<file path="src/pkg/pmr_defs.svh">
`ifndef PMR_DEFS_SVH
`define PMR_DEFS_SVH

// register byte offsets
`define PMR_OFF_COMMON_STATUS   12'h000
`define PMR_OFF_COMMON_CONTROL  12'h004
`define PMR_OFF_LANE_CAP        12'h008
`define PMR_OFF_REMOTE_LANE_CAP 12'h00c
`define PMR_OFF_EXT_STATUS      12'h010
`define PMR_OFF_EXT_CONTROL     12'h014
`define PMR_OFF_EXT_CAP         12'h018
`define PMR_OFF_EXT_REMOTE_CAP  12'h01c
`define PMR_OFF_SPEC_STATUS     12'h020
`define PMR_OFF_SPEC_CONTROL    12'h024

// fixed field values
`define PMR_PHY_TYPE            4'h4
`define PMR_ARC_MAX             1'h1
`define PMR_REV_MAX             2'h2
`define PMR_CRC_EN_RST          1'h1
`define PMR_RATE_RST            3'h0
`define PMR_OVR_RST             3'h0
`define PMR_LOCAL_REV_SUPPORT   2'h2
`define PMR_LOCAL_CAP           6'h3f

// operational status codes
`define PMR_OP_DOWN             4'h0

// training status codes
`define PMR_TRN_NONE            2'h0
`define PMR_TRN_OK              2'h1
`define PMR_TRN_FAIL            2'h2

// ext control field positions
`define PMR_CTL_OVR_LSB         0
`define PMR_CTL_MASK_BIT        3
`define PMR_CTL_RATE_LSB        4
`define PMR_CTL_RSVD_LSB        7

// override encodings
`define PMR_OVR_NEGOTIATE       3'h0
`define PMR_OVR_BCH288          3'h1
`define PMR_OVR_BCH320          3'h2
`define PMR_OVR_CRC             3'h3
`define PMR_OVR_RS              3'h4

// capability bit positions
`define PMR_CAP_BCH288          0
`define PMR_CAP_BCH320          1

`endif

</file>
<file path="src/pkg/pmr_pkg.sv">
package pmr_pkg;

    typedef logic [3:0]  pmr_nib_t;
    typedef logic [31:0] pmr_word_t;

    // active error-correction modes as reported in status
    typedef enum logic [2:0] {
        PMR_FEC_BCH288 = 3'h0,
        PMR_FEC_BCH320 = 3'h1,
        PMR_FEC_CRC    = 3'h2,
        PMR_FEC_RS     = 3'h3
    } pmr_fec_t;

    // register indices after word decode
    typedef enum logic [3:0] {
        PMR_R_COMMON_STATUS   = 4'h0,
        PMR_R_COMMON_CONTROL  = 4'h1,
        PMR_R_LANE_CAP        = 4'h2,
        PMR_R_REMOTE_LANE_CAP = 4'h3,
        PMR_R_EXT_STATUS      = 4'h4,
        PMR_R_EXT_CONTROL     = 4'h5,
        PMR_R_EXT_CAP         = 4'h6,
        PMR_R_EXT_REMOTE_CAP  = 4'h7,
        PMR_R_SPEC_STATUS     = 4'h8,
        PMR_R_SPEC_CONTROL    = 4'h9,
        PMR_R_NONE            = 4'hf
    } pmr_reg_t;

    // full register-bank state
    typedef struct packed {
        logic      pready;
        pmr_word_t prdata;
        logic      pslverr;
        logic      arc_ctl;
        logic      crc_en;
        logic [1:0] rem_rev;
        logic [2:0] fec_ovr;
        logic      mask288;
        logic [2:0] rate_ctl;
        logic [24:0] ctl_rsvd;
        logic [5:0] rem_cap;
        logic      auto_rt;
        pmr_nib_t  op_last;
        pmr_nib_t  op_prev;
        logic [1:0] trn_st;
        logic [2:0] rate_act;
        pmr_nib_t  prev_state;
        pmr_nib_t  prev_sub;
        logic      restart;
        logic      hold_fail;
    } pmr_state_t;

endpackage

</file>
<file path="src/rtl/pmr_fec_resolve.sv">
`timescale 1ns/10ps
`include "pmr_defs.svh"
module pmr_fec_resolve (
    input  wire logic             clock,
    input  wire logic             rst,
    input  wire logic             cfg_req,
    input  wire logic [2:0]       fec_ovr,
    input  wire logic [5:0]       local_cap,
    input  wire logic             mask288,
    input  wire logic             remote_288,
    input  wire logic             remote_320,
    output pmr_pkg::pmr_fec_t     fec_mode,
    output logic                  done,
    output logic                  fail
);
    import pmr_pkg::*;

    typedef struct packed {
        pmr_fec_t mode;
        logic     done;
        logic     fail;
    } pmr_res_t;

    pmr_res_t r_ff;
    pmr_res_t nxt_r;
    logic     both288;
    logic     both320;

    // masked 288 is not advertised, so it can never be agreed
    assign both288 = local_cap[`PMR_CAP_BCH288] & ~mask288 & remote_288;
    assign both320 = local_cap[`PMR_CAP_BCH320] & remote_320;

    // one decision per config request
    always_comb begin
        nxt_r      = r_ff;
        nxt_r.done = 1'b0;
        nxt_r.fail = 1'b0;
        if (cfg_req) begin
            nxt_r.done = 1'b1;
            unique case (fec_ovr)
                `PMR_OVR_BCH288: nxt_r.mode = PMR_FEC_BCH288;
                `PMR_OVR_BCH320: nxt_r.mode = PMR_FEC_BCH320;
                `PMR_OVR_CRC:    nxt_r.mode = PMR_FEC_CRC;
                `PMR_OVR_RS:     nxt_r.mode = PMR_FEC_RS;
                default: begin
                    // reserved codes fall back to negotiation
                    if (both288) begin
                        nxt_r.mode = PMR_FEC_BCH288;
                    end else if (both320) begin
                        nxt_r.mode = PMR_FEC_BCH320;
                    end else begin
                        nxt_r.done = 1'b0;
                        nxt_r.fail = 1'b1;
                    end
                end
            endcase
        end
    end

    always_ff @(posedge clock or posedge rst) begin
        if (rst) begin
            r_ff <= '{mode: PMR_FEC_BCH288, done: 1'b0, fail: 1'b0};
        end else begin
            r_ff <= nxt_r;
        end
    end

    assign fec_mode = r_ff.mode;
    assign done     = r_ff.done;
    assign fail     = r_ff.fail;
endmodule

</file>
<file path="src/rtl/pmr_regs.sv">
`timescale 1ns/10ps
`include "pmr_defs.svh"
module pmr_regs (
    input  wire logic             clock,
    input  wire logic             rst,
    input  wire logic             psel,
    input  wire logic             penable,
    input  wire logic             pwrite,
    input  wire logic [11:0]      paddr,
    input  wire logic [31:0]      pwdata,
    output logic                  pready,
    output pmr_pkg::pmr_word_t    prdata,
    output logic                  pslverr,
    input  wire pmr_pkg::pmr_nib_t op_status,
    input  wire pmr_pkg::pmr_nib_t trn_state,
    input  wire pmr_pkg::pmr_nib_t trn_substate,
    input  wire logic             ext_enabled,
    input  wire logic             cfg_req,
    input  wire logic             remote_288,
    input  wire logic             remote_320,
    input  wire logic             trn_error,
    output pmr_pkg::pmr_fec_t     fec_mode,
    output logic                  fec_done,
    output logic                  train_fail,
    output logic                  adv_bch288,
    output logic                  adv_bch320,
    output logic [2:0]            rate_sel,
    output logic                  crc_enable,
    output logic                  arc_control,
    output logic                  retrain_req,
    output logic                  hold_failure
);
    import pmr_pkg::*;

    pmr_state_t s_ff;
    pmr_state_t nxt_s;
    logic       res_done;
    logic       res_fail;
    pmr_fec_t   res_mode;
    logic       wr_commit;
    logic       rd_launch;
    pmr_reg_t   acc_reg;

    // word-aligned decode shared by read and write paths
    function automatic pmr_reg_t reg_of(input logic [11:0] a);
        unique case (a)
            `PMR_OFF_COMMON_STATUS:   reg_of = PMR_R_COMMON_STATUS;
            `PMR_OFF_COMMON_CONTROL:  reg_of = PMR_R_COMMON_CONTROL;
            `PMR_OFF_LANE_CAP:        reg_of = PMR_R_LANE_CAP;
            `PMR_OFF_REMOTE_LANE_CAP: reg_of = PMR_R_REMOTE_LANE_CAP;
            `PMR_OFF_EXT_STATUS:      reg_of = PMR_R_EXT_STATUS;
            `PMR_OFF_EXT_CONTROL:     reg_of = PMR_R_EXT_CONTROL;
            `PMR_OFF_EXT_CAP:         reg_of = PMR_R_EXT_CAP;
            `PMR_OFF_EXT_REMOTE_CAP:  reg_of = PMR_R_EXT_REMOTE_CAP;
            `PMR_OFF_SPEC_STATUS:     reg_of = PMR_R_SPEC_STATUS;
            `PMR_OFF_SPEC_CONTROL:    reg_of = PMR_R_SPEC_CONTROL;
            default:                  reg_of = PMR_R_NONE;
        endcase
    endfunction

    // read word assembly; unlisted bits read zero
    function automatic pmr_word_t read_word(input pmr_reg_t r, input pmr_state_t s, input pmr_fec_t m,
                                            input pmr_nib_t st, input pmr_nib_t sub, input logic en);
        read_word = 32'h0000_0000;
        unique case (r)
            PMR_R_COMMON_STATUS: begin
                read_word[3:0]   = `PMR_PHY_TYPE;
                read_word[7:4]   = s.op_last;
                read_word[11:8]  = s.op_prev;
            end
            PMR_R_COMMON_CONTROL: begin
                read_word[0]     = s.arc_ctl;
                read_word[1]     = s.crc_en;
            end
            PMR_R_LANE_CAP: begin
                // asym, asym+reversal, arc 3-4, lp 3-4 fields all stay zero
                read_word[1:0]   = `PMR_LOCAL_REV_SUPPORT;
            end
            PMR_R_REMOTE_LANE_CAP: begin
                read_word[1:0]   = s.rem_rev;
            end
            PMR_R_EXT_STATUS: begin
                read_word[0]     = en;
                read_word[2:1]   = s.trn_st;
                read_word[5:3]   = m;
                read_word[8:6]   = s.rate_act;
            end
            PMR_R_EXT_CONTROL: begin
                read_word[2:0]   = s.fec_ovr;
                read_word[3]     = s.mask288;
                read_word[6:4]   = s.rate_ctl;
                read_word[31:7]  = s.ctl_rsvd;
            end
            PMR_R_EXT_CAP: begin
                read_word[5:0]   = `PMR_LOCAL_CAP;
            end
            PMR_R_EXT_REMOTE_CAP: begin
                read_word[5:0]   = s.rem_cap;
            end
            PMR_R_SPEC_STATUS: begin
                read_word[3:0]   = st;
                read_word[7:4]   = sub;
                read_word[11:8]  = s.prev_state;
                read_word[15:12] = s.prev_sub;
            end
            PMR_R_SPEC_CONTROL: begin
                read_word[0]     = s.auto_rt;
            end
            default: begin
                read_word = 32'h0000_0000;
            end
        endcase
    endfunction

    // negotiation of the phit correction mode
    pmr_fec_resolve u_resolve (
        .clock      (clock),
        .rst        (rst),
        .cfg_req    (cfg_req),
        .fec_ovr    (s_ff.fec_ovr),
        .local_cap  (`PMR_LOCAL_CAP),
        .mask288    (s_ff.mask288),
        .remote_288 (remote_288),
        .remote_320 (remote_320),
        .fec_mode   (res_mode),
        .done       (res_done),
        .fail       (res_fail)
    );

    // one wait state: pready rises the cycle after access starts
    assign acc_reg   = reg_of(paddr);
    assign rd_launch = psel & penable & ~s_ff.pready;
    assign wr_commit = psel & penable & s_ff.pready & pwrite;

    // next-state for the whole bank
    always_comb begin
        nxt_s         = s_ff;
        nxt_s.restart = 1'b0;

        // apb answer: data captured on the same edge that raises pready so prdata is a flop
        nxt_s.pready = rd_launch;
        if (rd_launch) begin
            nxt_s.pslverr = (acc_reg == PMR_R_NONE);
            nxt_s.prdata  = pwrite ? 32'h0000_0000
                                   : read_word(acc_reg, s_ff, res_mode, trn_state, trn_substate, ext_enabled);
        end else begin
            nxt_s.pslverr = 1'b0;
            nxt_s.prdata  = 32'h0000_0000;
        end

        // writes land on the edge that sees pready high
        if (wr_commit) begin
            unique case (acc_reg)
                PMR_R_COMMON_CONTROL: begin
                    // arc field is one bit wide, so only codes 0 and 1 can be held
                    // crc enable sits beside it and must never gate the arc update
                    nxt_s.arc_ctl = pwdata[0];
                    nxt_s.crc_en  = pwdata[1];
                end
                PMR_R_REMOTE_LANE_CAP: begin
                    if (pwdata[1:0] <= `PMR_REV_MAX) begin
                        nxt_s.rem_rev = pwdata[1:0];
                    end
                end
                PMR_R_EXT_CONTROL: begin
                    nxt_s.fec_ovr  = pwdata[`PMR_CTL_OVR_LSB +: 3];
                    nxt_s.mask288  = pwdata[`PMR_CTL_MASK_BIT];
                    nxt_s.rate_ctl = pwdata[`PMR_CTL_RATE_LSB +: 3];
                    nxt_s.ctl_rsvd = pwdata[31:`PMR_CTL_RSVD_LSB];
                end
                PMR_R_EXT_REMOTE_CAP: begin
                    nxt_s.rem_cap = pwdata[5:0];
                end
                PMR_R_SPEC_CONTROL: begin
                    nxt_s.auto_rt = pwdata[0];
                end
                default: begin
                    nxt_s.rem_cap = s_ff.rem_cap;   // read-only or unmapped: no effect
                end
            endcase
        end

        // track operational status history
        if (op_status != s_ff.op_last) begin
            nxt_s.op_prev = s_ff.op_last;
            nxt_s.op_last = op_status;
        end

        // training outcome, rate applied at config time
        if (res_done) begin
            nxt_s.trn_st   = `PMR_TRN_OK;
            nxt_s.rate_act = s_ff.rate_ctl;
        end

        // failures: config negotiation or engine-reported error
        if (res_fail || trn_error) begin
            nxt_s.trn_st = `PMR_TRN_FAIL;
            if (s_ff.auto_rt) begin
                nxt_s.prev_state = trn_state;
                nxt_s.prev_sub   = trn_substate;
                nxt_s.restart    = 1'b1;
                nxt_s.hold_fail  = 1'b0;
            end else begin
                nxt_s.hold_fail  = 1'b1;
            end
        end else if (s_ff.auto_rt) begin
            // turning auto retrain on releases a held failure
            nxt_s.hold_fail = 1'b0;
        end
    end

    // single state register
    always_ff @(posedge clock or posedge rst) begin
        if (rst) begin
            s_ff <= '{
                pready:     1'b0,
                prdata:     32'h0000_0000,
                pslverr:    1'b0,
                arc_ctl:    1'b0,
                crc_en:     `PMR_CRC_EN_RST,
                rem_rev:    2'h0,
                fec_ovr:    `PMR_OVR_RST,
                mask288:    1'b0,
                rate_ctl:   `PMR_RATE_RST,
                ctl_rsvd:   25'h000_0000,
                rem_cap:    6'h00,
                auto_rt:    1'b0,
                op_last:    `PMR_OP_DOWN,
                op_prev:    `PMR_OP_DOWN,
                trn_st:     `PMR_TRN_NONE,
                rate_act:   `PMR_RATE_RST,
                prev_state: 4'h0,
                prev_sub:   4'h0,
                restart:    1'b0,
                hold_fail:  1'b0
            };
        end else begin
            s_ff <= nxt_s;
        end
    end

    // outputs straight from flops, except adv_bch320 tied high and adv_bch288 inverted from mask288
    assign pready       = s_ff.pready;
    assign prdata       = s_ff.prdata;
    assign pslverr      = s_ff.pslverr;
    assign fec_mode     = res_mode;
    assign fec_done     = res_done;
    assign train_fail   = res_fail;
    assign adv_bch288   = ~s_ff.mask288;
    assign adv_bch320   = 1'b1;
    assign rate_sel     = s_ff.rate_ctl;
    assign crc_enable   = s_ff.crc_en;
    assign arc_control  = s_ff.arc_ctl;
    assign retrain_req  = s_ff.restart;
    assign hold_failure = s_ff.hold_fail;
endmodule
</file>
<file path="config.mk">
export PLATFORM = sky130hd
export DESIGN_NAME = pmr_regs
export DESIGN_NICKNAME = d
export VERILOG_FILES = /design/src/pkg/pmr_pkg.sv /design/src/rtl/pmr_fec_resolve.sv /design/src/rtl/pmr_regs.sv
export VERILOG_INCLUDE_DIRS = /design/src /design/src/pkg
export SDC_FILE = /design/constraint.sdc
export NUM_CORES = 1
export LEC_CHECK = 0
export BUFFER_PORTS_ARGS = -buffer_cell sky130_fd_sc_hd__buf_2
export CELL_PAD_IN_SITES_DETAIL_PLACEMENT = 2
export CELL_PAD_IN_SITES_GLOBAL_PLACEMENT = 2
export CORE_UTILIZATION = 39
export CTS_BUF_LIST = sky130_fd_sc_hd__clkbuf_2
export DETAILED_ROUTE_END_ITERATION = 6
export PLACE_DENSITY = 0.95
export SETUP_SLACK_MARGIN = 0.15
export SYNTH_ARGS = -nofsm -noshare
export SYNTH_HDL_FRONTEND = slang
export SYNTH_SLANG_ARGS = --single-unit
export TNS_END_PERCENT = 50
</file>
<file path="constraint.sdc">
create_clock -name clock -period 6.77 [get_ports clock]
set_clock_uncertainty 0.2 [all_clocks]
set_input_delay 0.677 -clock clock [delete_from_list [all_inputs] [get_ports clock]]
set_output_delay 0.677 -clock clock [all_outputs]
set_load 0.02 [all_outputs]
</file>
==> out/qor.yml, run 1 <==
status: "finished, final reports clean"
crit_arrival_ns: 3.92
final_util_pct: 46.83
rows: 39
cp_top_family: "simple AND/OR/NAND/NOR gates"
synthesis.nets: 459
clk_pin_slew_ns: 0.26
cts_made_buffers: 9
setup_violations: 0
vias_per_cell: 5.531
holdWs_ns: 0.04416
start_util_pct: 40.76
synth-seq-cells: 104
cpPeakStageDelay_ns: 0.99
crit_path_end_kind: "flop"
synthCells: 393
synth.avg_cell_area_sq_um: 12.09
drive_gt1_share_pct: 31.68
yosys_warnings: 0
period_share_pct: 53.15
wl_per_cell_microns: 22.23
start_kind: "input pin"
p_leak_nw: 2.793
p_total_mw: 1.091
synthArstFlopShare_pct: 100.0
finalHoldViolations: 0
slew_headroom_pct: 19.96
grt_usage_pct: 23.38
synthDistinctLibCells: 57
dp_hpwl_microns: 10430
post-cts-setup-buffers: 0
drc: 0
finalWirelength_microns: 13940
drv_slew: 0
yosys-top-cells-count: "dfrtp_1, mux2_1, buf_4, and2_1, nor2_1"
drt_first_pass_iters: 4
min_path_type: "input pin to flop"
n_fill_cell: 1182
synth_most_common_cell: "dfrtp_1"
crit_slowest_cell: "nor4b_2"
ctsHtreeMaxLevel: 3
grt_pass1_wl_microns: 21950
die_height_microns: 112.4
numClockSinks: 104
synth_area_leaders: "dfrtp_1, mux2_1, buf_4"
synth_edf_count: 0
synthToLayoutAreaGrowth_pct: 14.90
yosysSeqAreaShare_pct: 54.78
cts_root_buf: "clkbuf_2"
crit_buf_inv: 2
cts_tree: "done"
fin_crit_ns: 3.598
power_density_nw_per_um2: 199.7
worstSetupPathType: "input pin to flop"
drt_iter0_markers: 220
fmax_ghz: 0.2779
maxCapViolations: 0
portBuffers: 111
nets: 544
ant_nets: 0
synth_ff_type: "dfrtp_1"
cp_max_fo: 17
synth_area_sq_um: 4753
peakVddDrop_uv: 110.1
crit_required_ns: 7.10
pin_count: 114
dieWidth_microns: 112.4
path_cells: "buf_2 > or4_4 > nor4b_2 > and3_1 > buf_4 > mux2_1"
die_area_sq_um: 12630
clockBufferDepth: 2
antenna_found_initial: 1
yosys.area.top_type: "dfrtp_1"
worstSkewPairLatency_ns: 0.63
setup_tns_ns: 0
yosysTopAreaCellShare_pct: 54.22
core_sq_um: 11660
tightest_slew_ns: 1.198
overflow: 0
grt_pass1_vias: 3847
grt_max_degree: 78
vias: 3468
finalWeightedCongestion: 0.8881
rsz0062_at_grt: "no"
## cell type report
type / count / area, sq um / area share, %
flip-flops and latches: 104 / 2604 / 47.67
multi-input cells: 220 / 1720 / 31.50
repair buffers: 131 / 750.7 / 13.75
well taps: 143 / 178.9 / 3.276
clock inverters: 6 / 107.6 / 1.970
clock buffers: 10 / 50.05 / 0.9164
inverters: 12 / 47.55 / 0.8706
diodes: 1 / 2.502 / 0.04582
## report_power, final
group	total, mW	internal, mW	leakage [nW]	switching, mW
clock network	0.370	0.159	0.0919	0.211
logic	0.0863	0.0341	1.29	0.0521
registers	0.635	0.629	1.41	0.00579
total	1.09	0.822	2.79	0.269
## worst reg2reg max path, cell delays in order (launching register included)
cell	delay, ns
dfrtp_1	0.49
and4_1	0.25
nand4_1	0.35
nor4_1	0.73
mux2_1	0.39
## cells in the final DEF, fill, tap and decap left out, drive strengths merged, types with 6 or more instances in the layout
master,count
a22oi,6
mux2i,6
dlygate4sd3,18
o21ai,12
mux2,56
inv,12
and2,18
dfrtp,103
nor2,17
a32oi,6
nor3,8
clkbuf,10
nand2,8
buf,113
## per-stage QoR
step	area [sq um]	worst slack (ns)	std cells
4_1_cts	5439	3.240	624
3_5_place_dp	5121	2.519	592
6_report	5461	3.172	627
3_3_place_gp	5121	2.660	592
2_1_floorplan	4753	3.162	393
5_1_grt	5461	3.065	627
## worst paths after layout
kind | start | to | slack (ns) | cells after the start
setup / recovery | paddr[1] | s_ff[36]$_DFFE_PP0P_ | 3.17 | 6
hold / removal | pwdata[7] | s_ff[30]$_DFFE_PP0P_ | 0.04 | 2
setup reg to reg | pready$_DFF_PP0_ | arc_control$_DFFE_PP0P_ | 4.27 | 4
hold reg to reg | s_ff[28]$_DFFE_PP0P_ | s_ff[28]$_DFFE_PP0P_ | 0.32 | 1
max in group asynchronous | rst | prdata[3]$_DFF_PP0_ | 4.68 | 4
min in group asynchronous | rst | s_ff[42]$_DFFE_PP0P_ | 0.33 | 3
## sequential cells by signal (all words and copies together) (netlist names)
register,flops
u_resolve.fail,1
crc_enable,1
pslverr,1
u_resolve.fec_mode,2
s_ff,59
hold_failure,1
u_resolve.done,1
retrain_req,1
rate_sel,3
prdata,32
arc_control,1
pready,1
## layer usage
metal	up-vias	GRT usage (%)	routed length (microns)
met5	-	0	0
met4	0	10.40	334
met3	21	4.644	802
met2	128	40.04	7276
met1	1792	28.68	5527
li1	1527	-	-
## timing repair
item / in CTS / in global routing
gates resized for setup: 0 / 0
hold buffers: 16 / 2
endpoints found under the hold margin: 42 / 2
## cells by family after synthesis
| logic type | count (synthesis) | share of synthesized area [%] |
|---|---|---|
| DFF | 104 | 54.78 |
| and+or+nand+nor | 96 | 12.53 |
| buffers and inverters | 69 | 9.028 |
| muxes | 62 | 14.53 |
| AOI/OAI and AO/OA | 55 | 8.055 |
| xor gates and xnor gates | 5 | 0.9213 |
| other | 2 | 0.1580 |
Power figures use the tool's default switching activity.
==> inputs of run 2 (changes only) <==
CORE_UTILIZATION = 36   (was 39)
PLACE_DENSITY = 0.93   (was 0.95)
clock period = 3.6 ns   (was 6.77 ns; I/O delays follow)
==> run 2 against run 1 <==
Clock-buffer cell count is 1 lower; largest cell class unchanged; sequential cell count unchanged; combinational power grew 140%.
==> out/qor.yml, run 2 (same netlist as run 1, synthesis figures left out) <==
multi_input_area_sq_um: 1720
cp_max_fo: 4
setup_ws_ns: 0.4329
cts_tree: "done"
post-cts-setup-buffers: 0
wl_per_cell_microns: 23.09
period_share_pct: 87.97
crit_path_end_kind: "flop"
synthToLayoutAreaGrowth_pct: 24.66
grt_usage_pct: 25.20
drt_first_pass_iters: 4
p_leak_nw: 2.982
portBuffers: 111
ctsHtreeMaxLevel: 3
min_path_type: "input pin to flop"
drive_gt1_share_pct: 29.38
cts-resized-gates: 0
clockBufferDepth: 2
drv_slew: 0
grt_pass1_vias: 4176
core_sq_um: 12720
finalInstanceArea_sq_um: 5926
overflow: 0
clk_pin_slew_ns: 0.34
status: "finished, final reports clean"
fmax_ghz: 0.3158
dieWidth_microns: 116.9
dp_hpwl_microns: 10580
ant_nets: 0
numClockSinks: 104
slew_headroom_pct: 26.62
largest_reg_flops: 59
vias_per_cell: 5.189
n_antenna_cell: 0
antenna_found_initial: 0
regArea_sq_um: 2604
setup_violations: 0
grt_max_degree: 55
largest-register: "s_ff"
layout_common_cells: "buf_2, dfrtp_1, dlygate4sd3_1"
rows: 41
finalWeightedCongestion: 0.8785
vias: 3648
cts_root_buf: "clkbuf_2"
tightest_slew_ns: 1.093
die_area_sq_um: 13670
cts_made_buffers: 9
die_height_microns: 116.9
nets: 592
drc: 0
start_util_pct: 37.36
worstSkewPairLatency_ns: 0.66
holdWs_ns: 0.04922
final_util_pct: 46.58
grt_pass1_wl_microns: 24380
n_fill_cell: 1341
start_kind: "input pin"
drt_iter0_markers: 164
rsz0062_at_grt: "no"
dp_slack_ns: 0.8210
pin_count: 114
final_common_cell: "buf_2"
peakVddDrop_uv: 129.5
fin_crit_ns: 3.167
placed_area_sq_um: 5200
worstSetupPathType: "input pin to flop"
crit_required_ns: 4.05
finalHoldViolations: 0
power_density_nw_per_um2: 329.6
setup_tns_ns: 0
maxCapViolations: 0
finalWirelength_microns: 16240
crit_arrival_ns: 3.62
## run 2: cell type report
type	count	share of cell area, %
Clock buffer	9	0.7601
Clock inverter	7	1.014
Inverter	12	0.8024
Multi-Input combinational cell	220	29.03
Sequential cell	104	43.94
Tap cell	172	3.632
Timing Repair Buffer	179	20.82
## run 2: what timing repair did
| item | in CTS | in global routing |
|---|---|---|
| setup endpoints to repair | 0 | 0 |
| hold buffers | 62 | 0 |
| hold endpoints to repair | 123 | 0 |
## run 2: worst paths after layout
check,from,end,slack [ns],depth (start not counted)
min reg2reg,s_ff[23]$_DFFE_PP0P_,hold_failure$_DFFE_PP0P_,0.32,1
min,paddr[3],prdata[7]$_DFF_PP0_,0.05,3
min in group asynchronous,rst,s_ff[29]$_DFFE_PP0P_,0.09,3
max in group asynchronous,rst,prdata[10]$_DFF_PP0_,2.38,4
max reg2reg,pready$_DFF_PP0_,prdata[3]$_DFF_PP0_,0.67,5
max,paddr[8],prdata[3]$_DFF_PP0_,0.43,8
## run 2: critical path, stage by stage
cell	delay (ns)
dlygate4sd3_1	0.54
buf_2	0.13
or4_4	0.46
dlygate4sd3_1	0.58
nor3_1	0.52
nand3_1	0.25
a31oi_1	0.21
dlygate4sd3_1	0.56
## run 2: routing by layer
layer	part of all wire, %	track usage [%]	vias to the layer above
met5	0	0	-
met4	3.2	10.89	0
met3	5.9	5.613	36
met2	54	46.98	130
met1	37	27.37	1863
li1	-	-	1619
## run 2: power breakdown
group	leakage, nW	switching (mW)	internal (mW)
Combinational	1.51	0.111	0.0958
Clock	0.0648	0.445	0.108
Sequential	1.41	0.0111	1.18
Total	2.98	0.566	1.39
## run 2: stage by stage
step,std cells,power (mW)
floorplan,393,1.284
global placement,625,1.356
detailed placement,625,1.363
CTS,703,1.957
global route,703,2.021
finish,703,1.953
==> inputs of run 3 (changes only) <==
clock period = 3 ns   (was 3.6 ns; I/O delays follow)
==> run 3 against run 2 <==
Design area up 3.3%; worst setup slack worse by 0.28 ns; final cell count up 2.8%; critical path type is now flop to flop.
==> out/qor.yml, run 3 (same netlist as run 1, synthesis figures left out) <==
rows: 41
die_height_microns: 116.9
finalWeightedCongestion: 0.8676
slew_headroom_pct: 33.36
setup_violations: 0
drv_slew: 0
start_kind: "flop"
fmax_ghz: 0.3513
portBuffers: 111
seq_power_share_pct: 61.1
r2r_end: "arc_control$_DFFE_PP0P_"
vias_per_cell: 5.444
crit_end: "arc_control$_DFFE_PP0P_"
worstSetupPathType: "flop to flop"
core_sq_um: 12720
start_util_pct: 37.36
maxCapViolations: 0
tightest_slew_ns: 0.9975
grt_usage_pct: 29.60
vias: 3936
antenna_found_initial: 1
p_switching_mw: 0.6862
pin_count: 114
synthToLayoutAreaGrowth_pct: 28.77
worstReg2RegStart: "pready$_DFF_PP0_"
die_area_sq_um: 13670
period_share_pct: 94.88
switching_share_pct: 29.20
r2r_slack_ns: 0.15
crit_start: "pready$_DFF_PP0_"
status: "finished, final reports clean"
wl_per_cell_microns: 26.70
setup_tns_ns: 0
p_leak_nw: 3.077
drc: 0
nets: 611
final_util_pct: 48.11
grt_pass1_vias: 4545
crit_arrival_ns: 3.21
n_fill_cell: 1298
cts_root_buf: "clkbuf_2"
cts_tree: "done"
peakVddDrop_uv: 150.6
combPwrFrac_pct: 11.8
drt_iter0_markers: 253
fin_crit_ns: 2.847
cp_max_fo: 6
cts_made_buffers: 9
drive_gt1_share_pct: 30.00
final_common_cell: "buf_2"
layout_common_cells: "buf_2, dfrtp_1, dlygate4sd3_1"
clockBufferDepth: 2
reg2reg_depth: 5
p_int_mw: 1.664
ant_nets: 0
rsz0062_at_grt: "yes"
dieWidth_microns: 116.9
power_density_nw_per_um2: 384.0
grt_pass1_wl_microns: 28310
drt_first_pass_iters: 4
power.share.clock_pct: 27.2
ctsHtreeMaxLevel: 3
crit_path_end_kind: "flop"
grt_max_degree: 45
largest-register: "s_ff"
min_path_type: "input pin to flop"
worstSkewPairLatency_ns: 0.65
dp_hpwl_microns: 11570
numClockSinks: 104
finalHoldViolations: 0
crit_required_ns: 3.36
clk_pin_slew_ns: 0.31
finalWirelength_microns: 19300
overflow: 0
largest_reg_flops: 59
[run 3: what timing repair did]
action,in CTS,in global routing
setup endpoints to repair,0,9
hold endpoints to repair,126,0
gates resized for setup,0,3
hold buffers,75,0
setup buffers,0,0
[run 3: layout make-up]
type | instances | area [sq um] | share of cell area (%)
Inverter | 12 | 48.80 | 0.7972
Multi-Input combinational cell | 220 | 1742 | 28.45
Clock inverter | 7 | 55.05 | 0.8994
Clock buffer | 9 | 45.04 | 0.7359
Timing Repair Buffer | 198 | 1409 | 23.02
Antenna cell | 1 | 2.502 | 0.04088
Tap cell | 172 | 215.2 | 3.516
Sequential cell | 104 | 2604 | 42.54
[run 3: per-stage QoR]
step	std cells	cell area [sq um]	setup WS, ns	hold slack (ns)	power (mW)
floorplan	393	4757	0.8184	0.1976	1.542
global placement	631	5246	0.6163	0.2416	1.631
detailed placement	631	5246	0.3240	0.2385	1.644
CTS	722	6097	0.1603	0.03751	2.335
global route	723	6121	0.06412	0.1317	2.432
finish	723	6121	0.1535	0.1494	2.350
[run 3: layer usage]
| layer | up-vias | part of all wire [%] | global-route usage, % |
|---|---|---|---|
| met1 | 2043 | 37 | 32.21 |
| li1 | 1675 | - | - |
| met3 | 56 | 5.2 | 6.488 |
| met4 | 0 | 4.7 | 15.53 |
| met2 | 162 | 53 | 53.93 |
| met5 | - | 0 | 0 |
[run 3: critical path: stages (launching register included)]
cell	delay, ns
dfrtp_1	0.56
and4_1	0.33
nand4_1	0.32
nor4_2	0.43
mux2_1	0.36
dlygate4sd3_1	0.56
[run 3: how the worst min path moves through the flow]
stage / to / slack, ns / depth (start not counted) / start
after global routing: s_ff[53]$_DFFE_PP0P_ / 0.13 / 3 / pwdata[30]
after CTS: prdata[0]$_DFF_PP0_ / 0.04 / 5 / ext_enabled
after detailed placement: s_ff[22]$_DFFE_PP0P_ / 0.24 / 1 / op_status[3]
final: s_ff[62]$_DFFE_PP0P_ / 0.15 / 5 / paddr[9]
after floorplan: s_ff[19]$_DFFE_PP0P_ / 0.20 / 1 / op_status[0]
after global placement: s_ff[20]$_DFFE_PP0P_ / 0.24 / 1 / op_status[1]
[run 3: power by group through the flow]
stage | clock (mW) | combinational (mW) | sequential (mW)
finish | 0.638 | 0.276 | 1.44
global route | 0.702 | 0.292 | 1.44
floorplan | 0 | 0.0859 | 1.46
global placement | 0 | 0.176 | 1.45
detailed placement | 0 | 0.187 | 1.46
CTS | 0.643 | 0.257 | 1.43
